<file path="config.mk">
export PLATFORM = sky130hd
export DESIGN_NAME = sync_fifo_flags
export DESIGN_NICKNAME = d
export VERILOG_FILES = /design/src/core/fifo_flag_pkg.sv /design/src/core/fifo_store.sv /design/src/core/pin_sync.sv /design/src/core/sync_fifo_flags.sv
export SDC_FILE = /design/constraint.sdc
export NUM_CORES = 1
export LEC_CHECK = 0
export ABC_AREA = 1
export BUFFER_PORTS_ARGS = -buffer_cell sky130_fd_sc_hd__buf_2
export CORE_MARGIN = 2
export CORE_UTILIZATION = 65
export CTS_CLUSTER_DIAMETER = 50
export DETAILED_ROUTE_END_ITERATION = 16
export GPL_TIMING_DRIVEN = 1
export PLACE_DENSITY = 0.88
export SYNTH_ARGS = -nofsm -noshare
export SYNTH_HDL_FRONTEND = slang
export SYNTH_SLANG_ARGS = --single-unit
</file>
<file path="constraint.sdc">
create_clock -name sys_clk -period 11.2 [get_ports sys_clk]
set_input_delay 1.12 -clock sys_clk [delete_from_list [all_inputs] [get_ports sys_clk]]
set_output_delay 1.12 -clock sys_clk [all_outputs]
set_load 0.01 [all_outputs]
</file>
<file path="src/core/fifo_flag_pkg.sv">
// Constants and carrier types shared by the flag-programmable FIFO
package fifo_flag_pkg;

  localparam int DATA_W = 9;
  localparam int OFFSET_BYTE_W = 8;
  localparam int OFFSET_W = 16;
  localparam int OFFSET_REGS = 4;
  localparam int FIFO_DEPTH = 64;
  localparam logic [7:0] OFFSET_LO_RESET = 8'h07;
  localparam logic [7:0] OFFSET_HI_RESET = 8'h00;
  localparam logic [1:0] SEL_FIRST = 2'h0;
  localparam logic [1:0] SEL_STEP = 2'h1;

  // APB map
  localparam int APB_AW = 8;
  localparam int APB_DW = 32;
  localparam logic [7:0] REG_STATUS = 8'h00;
  localparam logic [7:0] REG_OFFSETS = 8'h04;
  localparam int ST_EMPTY_BIT = 0;
  localparam int ST_FULL_BIT = 1;
  localparam int ST_AEMPTY_BIT = 2;
  localparam int ST_AFULL_BIT = 3;
  localparam int ST_LOAD_MODE_BIT = 4;
  localparam int ST_SEL_LSB = 8;
  localparam int ST_COUNT_LSB = 16;
  localparam int OFS_EMPTY_LSB = 0;
  localparam int OFS_FULL_LSB = 16;

  typedef struct packed {
    logic master_reset_n;
    logic wr_clk;
    logic rd_clk;
    logic wr_en_primary_n;
    logic wr_en_second_or_load;
    logic rd_en_primary_n;
    logic rd_en_second_n;
    logic [DATA_W-1:0] data;
  } pin_bus_s;

  typedef struct packed {
    logic empty_n;
    logic full_n;
    logic almost_empty_n;
    logic almost_full_n;
  } flags_s;

  localparam flags_s FLAGS_RESET = '{
    empty_n: 1'b0, full_n: 1'b1, almost_empty_n: 1'b0, almost_full_n: 1'b1
  };

endpackage

</file>
<file path="src/core/fifo_store.sv">
// Dual-port storage array with registered read data
`timescale 1ns/100ps
module fifo_store #(
  parameter int WIDTH = 9,
  parameter int DEPTH = 64,
  parameter int ADDR_W = 6
) (
  input wire logic sys_clk,
  input wire logic reset_n,
  input wire logic wr_en,
  input wire logic [ADDR_W-1:0] wr_addr,
  input wire logic [WIDTH-1:0] wr_data,
  input wire logic rd_en,
  input wire logic [ADDR_W-1:0] rd_addr,
  output logic [WIDTH-1:0] rd_data_q
);

  logic [WIDTH-1:0] mem [DEPTH];

  // Array itself has no reset: contents are undefined until written
  always_ff @(posedge sys_clk) begin
    if (wr_en) begin
      mem[wr_addr] <= wr_data;
    end
  end

  always_ff @(posedge sys_clk or negedge reset_n) begin
    if (!reset_n) begin
      rd_data_q <= '0;
    end else if (rd_en) begin
      rd_data_q <= mem[rd_addr];
    end
  end

endmodule

</file>
<file path="src/core/pin_sync.sv">
// Two-stage synchroniser for a group of pins
`timescale 1ns/100ps
module pin_sync #(
  parameter int WIDTH = 1
) (
  input wire logic sys_clk,
  input wire logic reset_n,
  input wire logic [WIDTH-1:0] async_in,
  output logic [WIDTH-1:0] sync_out
);

  // First stage feeds only the second stage
  logic [WIDTH-1:0] meta_q;

  always_ff @(posedge sys_clk or negedge reset_n) begin
    if (!reset_n) begin
      meta_q <= '0;
      sync_out <= '0;
    end else begin
      meta_q <= async_in;
      sync_out <= meta_q;
    end
  end

endmodule

</file>
<file path="src/core/sync_fifo_flags.sv">
// Synchronous FIFO with empty, full and programmable almost flags, APB status port
//
// The address map and register access over APB were chosen for this implementation.
`timescale 1ns/100ps
module sync_fifo_flags #(
  parameter int DEPTH = fifo_flag_pkg::FIFO_DEPTH
) (
  input wire logic sys_clk,
  input wire logic reset_n,
  input wire logic master_reset_n,
  input wire logic wr_clk,
  input wire logic rd_clk,
  input wire logic wr_en_primary_n,
  input wire logic wr_en_second_or_load,
  input wire logic rd_en_primary_n,
  input wire logic rd_en_second_n,
  input wire logic [fifo_flag_pkg::DATA_W-1:0] data_in,
  output logic [fifo_flag_pkg::DATA_W-1:0] data_out,
  output logic empty_n,
  output logic full_n,
  output logic almost_empty_n,
  output logic almost_full_n,
  input wire logic psel,
  input wire logic penable,
  input wire logic pwrite,
  input wire logic [fifo_flag_pkg::APB_AW-1:0] paddr,
  input wire logic [fifo_flag_pkg::APB_DW-1:0] pwdata,
  output logic [fifo_flag_pkg::APB_DW-1:0] prdata,
  output logic pready,
  output logic pslverr
);

  localparam int ADDR_W = $clog2(DEPTH);
  localparam int CNT_W = ADDR_W + 1;
  localparam logic [CNT_W-1:0] DEPTH_C = CNT_W'(DEPTH);
  localparam int PIN_W = $bits(fifo_flag_pkg::pin_bus_s);

  // ----------------------------------------------------------------
  // Pin synchronisation and edge detection
  // ----------------------------------------------------------------
  fifo_flag_pkg::pin_bus_s pins_raw;
  fifo_flag_pkg::pin_bus_s pins_s;
  logic wr_clk_d_q;
  logic rd_clk_d_q;

  assign pins_raw = {master_reset_n, wr_clk, rd_clk, wr_en_primary_n,
                     wr_en_second_or_load, rd_en_primary_n, rd_en_second_n, data_in};

  // Both link clocks are sampled by sys_clk, so every pointer lives in one domain
  pin_sync #(.WIDTH(PIN_W)) u_pin_sync (
    .sys_clk(sys_clk),
    .reset_n(reset_n),
    .async_in(pins_raw),
    .sync_out(pins_s)
  );

  always_ff @(posedge sys_clk or negedge reset_n) begin
    if (!reset_n) begin
      wr_clk_d_q <= 1'b0;
      rd_clk_d_q <= 1'b0;
    end else begin
      wr_clk_d_q <= pins_s.wr_clk;
      rd_clk_d_q <= pins_s.rd_clk;
    end
  end

  wire wr_rise = pins_s.wr_clk & ~wr_clk_d_q;
  wire rd_rise = pins_s.rd_clk & ~rd_clk_d_q;
  wire mrst_act = ~pins_s.master_reset_n;

  // ----------------------------------------------------------------
  // Mode strap and request decode
  // ----------------------------------------------------------------
  logic load_mode_q;

  // Pin level tracked for as long as master reset is held; last value sticks
  always_ff @(posedge sys_clk or negedge reset_n) begin
    if (!reset_n) begin
      load_mode_q <= 1'b0;
    end else if (mrst_act) begin
      load_mode_q <= ~pins_s.wr_en_second_or_load;
    end
  end

  fifo_flag_pkg::flags_s flags_q;

  wire ld_active = load_mode_q & ~pins_s.wr_en_second_or_load;
  wire rd_en_both = ~pins_s.rd_en_primary_n & ~pins_s.rd_en_second_n;
  wire run = ~mrst_act;
  // Same term serves both modes: pin high is either enable or load released
  wire wr_req = wr_rise & run & ~pins_s.wr_en_primary_n & pins_s.wr_en_second_or_load;
  wire wr_fire = wr_req & flags_q.full_n;
  wire rd_fire = rd_rise & run & ~ld_active & rd_en_both & flags_q.empty_n;
  wire ofs_wr = wr_rise & run & ld_active & ~pins_s.wr_en_primary_n;
  wire ofs_rd = rd_rise & run & ld_active & rd_en_both;

  // ----------------------------------------------------------------
  // Offset registers
  // ----------------------------------------------------------------
  logic [fifo_flag_pkg::OFFSET_BYTE_W-1:0] ofs_q [fifo_flag_pkg::OFFSET_REGS];
  logic [1:0] sel_q;
  logic apb_ofs_wr;

  // Selection is only cleared by reset_n or master reset, never by releasing load
  always_ff @(posedge sys_clk or negedge reset_n) begin
    if (!reset_n) begin
      sel_q <= fifo_flag_pkg::SEL_FIRST;
    end else if (mrst_act) begin
      sel_q <= fifo_flag_pkg::SEL_FIRST;
    end else if (ofs_wr || ofs_rd) begin
      // Simultaneous offset write and read advance once only
      sel_q <= sel_q + fifo_flag_pkg::SEL_STEP;
    end
  end

  for (genvar i = 0; i < fifo_flag_pkg::OFFSET_REGS; i++) begin : g_ofs
    localparam logic [7:0] RST_VAL = (i % 2 == 0) ? fifo_flag_pkg::OFFSET_LO_RESET
                                                   : fifo_flag_pkg::OFFSET_HI_RESET;
    localparam logic [1:0] IDX = 2'(i);
    always_ff @(posedge sys_clk or negedge reset_n) begin
      if (!reset_n) begin
        ofs_q[i] <= RST_VAL;
      end else if (mrst_act) begin
        ofs_q[i] <= RST_VAL;
      end else if (apb_ofs_wr) begin
        ofs_q[i] <= pwdata[i*8 +: 8];
      end else if (ofs_wr && sel_q == IDX) begin
        ofs_q[i] <= pins_s.data[7:0];
      end
    end
  end

  wire [fifo_flag_pkg::OFFSET_W-1:0] n_val = {ofs_q[1], ofs_q[0]};
  wire [fifo_flag_pkg::OFFSET_W-1:0] m_val = {ofs_q[3], ofs_q[2]};

  // ----------------------------------------------------------------
  // Pointers, storage and count
  // ----------------------------------------------------------------
  logic [CNT_W-1:0] wr_ptr_q;
  logic [CNT_W-1:0] rd_ptr_q;
  logic rd_fire_d_q;
  logic [fifo_flag_pkg::DATA_W-1:0] mem_rd_data;

  // Depth must be a power of two so the extra pointer bit wraps cleanly
  always_ff @(posedge sys_clk or negedge reset_n) begin
    if (!reset_n) begin
      wr_ptr_q <= '0;
      rd_ptr_q <= '0;
      rd_fire_d_q <= 1'b0;
    end else if (mrst_act) begin
      wr_ptr_q <= '0;
      rd_ptr_q <= '0;
      rd_fire_d_q <= 1'b0;
    end else begin
      wr_ptr_q <= wr_ptr_q + CNT_W'(wr_fire);
      rd_ptr_q <= rd_ptr_q + CNT_W'(rd_fire);
      rd_fire_d_q <= rd_fire;
    end
  end

  fifo_store #(
    .WIDTH(fifo_flag_pkg::DATA_W),
    .DEPTH(DEPTH),
    .ADDR_W(ADDR_W)
  ) u_store (
    .sys_clk(sys_clk),
    .reset_n(reset_n),
    .wr_en(wr_fire),
    .wr_addr(wr_ptr_q[ADDR_W-1:0]),
    .wr_data(pins_s.data),
    .rd_en(rd_fire),
    .rd_addr(rd_ptr_q[ADDR_W-1:0]),
    .rd_data_q(mem_rd_data)
  );

  wire [CNT_W-1:0] count = wr_ptr_q - rd_ptr_q;
  wire [CNT_W-1:0] cnt_after = count + CNT_W'(wr_fire) - CNT_W'(rd_fire);
  wire [CNT_W-1:0] free_after = DEPTH_C - cnt_after;
  wire [fifo_flag_pkg::OFFSET_W-1:0] cnt_ext = fifo_flag_pkg::OFFSET_W'(cnt_after);
  wire [fifo_flag_pkg::OFFSET_W-1:0] free_ext = fifo_flag_pkg::OFFSET_W'(free_after);
  wire above_n = cnt_ext > n_val;
  wire free_above_m = free_ext > m_val;
  wire not_empty_next = cnt_after != '0;
  wire not_full_next = cnt_after != DEPTH_C;

  // ----------------------------------------------------------------
  // Flags
  // ----------------------------------------------------------------
  always_ff @(posedge sys_clk or negedge reset_n) begin
    if (!reset_n) begin
      flags_q <= fifo_flag_pkg::FLAGS_RESET;
    end else if (mrst_act) begin
      flags_q <= fifo_flag_pkg::FLAGS_RESET;
    end else begin
      if (rd_rise) begin
        flags_q.empty_n <= not_empty_next;
        flags_q.almost_empty_n <= above_n;
      end
      if (wr_rise) begin
        flags_q.full_n <= not_full_next;
        flags_q.almost_full_n <= free_above_m;
      end
    end
  end

  assign empty_n = flags_q.empty_n;
  assign full_n = flags_q.full_n;
  assign almost_empty_n = flags_q.almost_empty_n;
  assign almost_full_n = flags_q.almost_full_n;

  // ----------------------------------------------------------------
  // Data output register
  // ----------------------------------------------------------------
  wire [fifo_flag_pkg::DATA_W-1:0] ofs_sel_data = {1'b0, ofs_q[sel_q]};

  // Empty FIFO keeps the last word; refused reads leave it untouched
  always_ff @(posedge sys_clk or negedge reset_n) begin
    if (!reset_n) begin
      data_out <= '0;
    end else if (mrst_act) begin
      data_out <= '0;
    end else if (ofs_rd) begin
      data_out <= ofs_sel_data;
    end else if (rd_fire_d_q) begin
      data_out <= mem_rd_data;
    end
  end

  // ----------------------------------------------------------------
  // APB slave
  // ----------------------------------------------------------------
  logic [fifo_flag_pkg::APB_DW-1:0] status_word;

  wire apb_setup = psel & ~penable;
  wire apb_access = psel & penable & pready;
  wire hit_status = paddr == fifo_flag_pkg::REG_STATUS;
  wire hit_ofs = paddr == fifo_flag_pkg::REG_OFFSETS;
  wire apb_err = ~hit_ofs & ~(hit_status & ~pwrite);
  wire [fifo_flag_pkg::APB_DW-1:0] ofs_word = {m_val, n_val};
  wire [fifo_flag_pkg::APB_DW-1:0] rd_word = pwrite ? '0 : hit_status ? status_word :
                                             hit_ofs ? ofs_word : '0;
  assign apb_ofs_wr = apb_access & pwrite & hit_ofs;

  always_comb begin
    status_word = '0;
    status_word[fifo_flag_pkg::ST_EMPTY_BIT] = flags_q.empty_n;
    status_word[fifo_flag_pkg::ST_FULL_BIT] = flags_q.full_n;
    status_word[fifo_flag_pkg::ST_AEMPTY_BIT] = flags_q.almost_empty_n;
    status_word[fifo_flag_pkg::ST_AFULL_BIT] = flags_q.almost_full_n;
    status_word[fifo_flag_pkg::ST_LOAD_MODE_BIT] = load_mode_q;
    status_word[fifo_flag_pkg::ST_SEL_LSB +: 2] = sel_q;
    status_word[fifo_flag_pkg::ST_COUNT_LSB +: CNT_W] = count;
  end

  // Fixed one-cycle access phase; read data is a snapshot taken at setup
  always_ff @(posedge sys_clk or negedge reset_n) begin
    if (!reset_n) begin
      pready <= 1'b0;
      pslverr <= 1'b0;
      prdata <= '0;
    end else begin
      pready <= apb_setup;
      pslverr <= apb_setup & apb_err;
      if (apb_setup) begin
        prdata <= rd_word;
      end
    end
  end
endmodule

</file>
==> results.yml <==
finish:
  areaGrowthSynthToFinish_pct: 9.96
  nNetsFinal: 2981
  antenna_cells: 0
  fin_cells: 3542
  stdcell_area_um2: 33500
  drive_gt1_share_pct: 9.88
clock_tree:
  htree_levels: 3
  clock_path_buffers: 3
  ctsHoldBuffers: 0
  postCtsSetupBuffers: 0
  numCtsBuffers: 73
  postCtsResizedCells: 0
  cts_root_buf: "clkbuf_16"
  clock_latency_ps: 630
  cts_tree: "done"
  clkTransAtPathRegs_ps: 60
  cts_sinks: 716
logic_synthesis:
  synth_top_family_by_area: "simple AND/OR/NAND/NOR gates"
  synthXorXnorAreaFrac_pct: 0.201
  ys_warn_count: 0
  synth_commonest_cells: "nand2_1, edfxtp_1, nand3_1"
  synth_top_flop_cell: "edfxtp_1"
  synth-edff-count: 576
  synth.net_count: 2918
  ys_top_cells_by_area: "edfxtp_1, nand2_1, dfrtp_1, nand3_1, a21oi_1"
  syn_area_per_cell_um2: 10.8
  synthMuxAreaShare_pct: 0
  synth_seq_cells: 716
  synth_top_area_share_pct: 56.8
  synthSimpleGateAreaFrac_pct: 21.7
  yosysMostFrequentCell: "nand2_1"
  synthArstFlopShare_pct: 19.6
  yosysTopAreaCell: "edfxtp_1"
  synth_compound_area_share_pct: 4.38
  syn_inst: 2818
  synth_cell_types: 50
  yosysSeqAreaShare_pct: 68.3
  synth_area_um2: 30500
  synth_adder_area_share_pct: 1.65
floorplan:
  rows: 79
  initial_core_util_pct: 65.7
  io_pins: 108
  die_x_um: 220
  design.die.area_um2: 48600
  coreArea_um2: 46400
  fp.dieH_um: 220
placed_design:
  dp_hpwl_mm: 47.2
  place_area_um2: 31200
  dp.cells: 3413
  gp_congestion: 0.959
  dpl_worst_slack_ps: 6490
  numPortBuffers: 107
sta:
  fin_skew_ps: 24.4
  fin_setup_tns_ps: 0
  rsz0062_at_grt: "false"
  slew_headroom_pct: 14.5
  setup_ws_ps: 6450
  period_share_pct: 42.4
  tightest_slew_ps: 1280
  period_needed_ps: 4750
  finalMaxSlewViolations: 0
  setup_violations: 0
  final-hold-violation-count: 0
  max_freq_mhz: 210
pwr:
  combPwrFrac_pct: 2.1
  p_switching_w: 0.00113
  leakagePower_nw: 13.4
  p_clk_share_pct: 43.5
  design_power_total_w: 0.00536
  ir_drop_mv: 0.199
  p_int_w: 0.00423
  sw_frac_of_total_pct: 21.1
  power_density_nw_per_um2: 160
  p_seq_share_pct: 54.4
route:
  vias: 22500
  detail_route.drc_violations: 0
  routed_via_density: 6.34
  finalWirelength_mm: 80.7
  first_pass_iters: 6
  wl_per_cell_um: 22.8
  drt-initial-drc-count: 3635
  drtAntennaViolNets: 0
setup_path:
  arrival_ps: 5290
  timing.rr.start: "u_pin_sync.sync_out[15]"
  worstRegToRegCells: 24
  criticalPathCategory: "reg2reg"
  required_ps: 11740
  crit_fanout: 45
  start_kind: "flop"
  end_kind: "flop"
  rr_endpoint: "almost_full_n"
  r2r_slack_ps: 6450
min_path:
  hp-class: "reg2reg"
  worstHoldStart: "u_pin_sync.meta_q[1]"
  min_to: "u_pin_sync.sync_out[1]"
  whs_path_depth: 0
global_route:
  grt-ovfl-total: 0
  grt_use_total_pct: 33.4
  antenna_found_initial: 0
  grt_pass1_wl_mm: 121
  grt_pass1_vias: 21000
  grt_max_degree: 115
run_status:
  status: "finished, final reports clean"
run:
  maxCapViolCount: 0
## how the worst max path moves through the flow
stage	start	endpoint
after floorplan	rd_ptr_q[3]	almost_full_n
after global placement	u_pin_sync.sync_out[15]	almost_full_n
after detailed placement	u_pin_sync.sync_out[15]	almost_full_n
after CTS	u_pin_sync.sync_out[15]	almost_full_n
after global routing	u_pin_sync.sync_out[15]	almost_full_n
final	u_pin_sync.sync_out[15]	almost_full_n
## registers in the layout, indices dropped and copies added (netlist names), 2 cells and up
name / flops
m_val: 16
u_pin_sync.sync_out: 16
wr_ptr_q: 7
prdata: 32
u_store.mem: 576
data_out: 9
u_store.rd_data_q: 9
n_val: 16
u_pin_sync.meta_q: 16
rd_ptr_q: 7
sel_q: 2
## cell type report
type | instances | area, µm²
Clock inverter | 39 | 322
Multi-Input combinational cell | 1849 | 8520
Inverter | 113 | 429
Timing Repair Buffer | 128 | 699
Clock buffer | 90 | 1930
Sequential cell | 716 | 20800
Tap cell | 607 | 759
Fill cell | 2902 | 12900
## placed cells by master, fill, tap and decap left out, types with 21 or more instances in the layout
| cell | n |
|---|---|
| nand2_1 | 987 |
| o21ai_0 | 53 |
| o211ai_1 | 24 |
| ha_1 | 37 |
| a21oi_1 | 114 |
| buf_2 | 106 |
| clkbuf_16 | 75 |
| dfrtp_1 | 121 |
| nor2_1 | 92 |
| edfxtp_1 | 576 |
| nand3_1 | 453 |
| buf_4 | 21 |
| inv_1 | 99 |
## cell families after synthesis
kind of cell             count (synthesis)
AO/OA/AOI/OAI                          232
XOR/XNOR                                 7
adder cells (fa/ha/maj)                 39
buffers and inverters                  253
flip-flops                             716
AND/OR/NAND/NOR                       1571
## per-layer routing
metal	routed length [µm]	global-route usage [%]
met5	0	0
met4	4390	16.7
met3	9690	7.75
met2	38000	52.4
met1	28700	44.2
## worst max-delay path, stage by stage (launching register included)
cell and delay (ps):
dfrtp_1 340, buf_4 430, nand3_2 190, nor3_2 170, nand3_1 330, inv_2 310
ha_1 280, inv_1 60, ha_1 160, inv_1 60, fa_1 570, ha_1 190
inv_1 50, nor2_1 100, nand3_1 100, nor2_1 150, nand3_1 110, nand2_1 80
nand2_1 50, ha_1 290, nand2_1 70, nor4_1 280, nor3_1 80, a21oi_1 160
nor2_1 60
## power by group through the flow
stage	clock, W	sequential [W]	combinational (W)
4_1_cts	0.00233	0.00292	0.000111
3_3_place_gp	0	0.00297	0.000106
6_report	0.00233	0.00292	0.000112
2_1_floorplan	0	0.00297	0.0000482
3_5_place_dp	0	0.00297	0.000110
5_1_grt	0.00243	0.00292	0.000123
## metrics by stage
step                      hold slack (ps)  util, %
after floorplan                       331        -
after global placement                332     67.4
after detailed placement              335     67.4
after CTS                             347     72.2
after global routing                  356     72.2
final                                 348     72.2
Power figures use the tool's default switching activity.
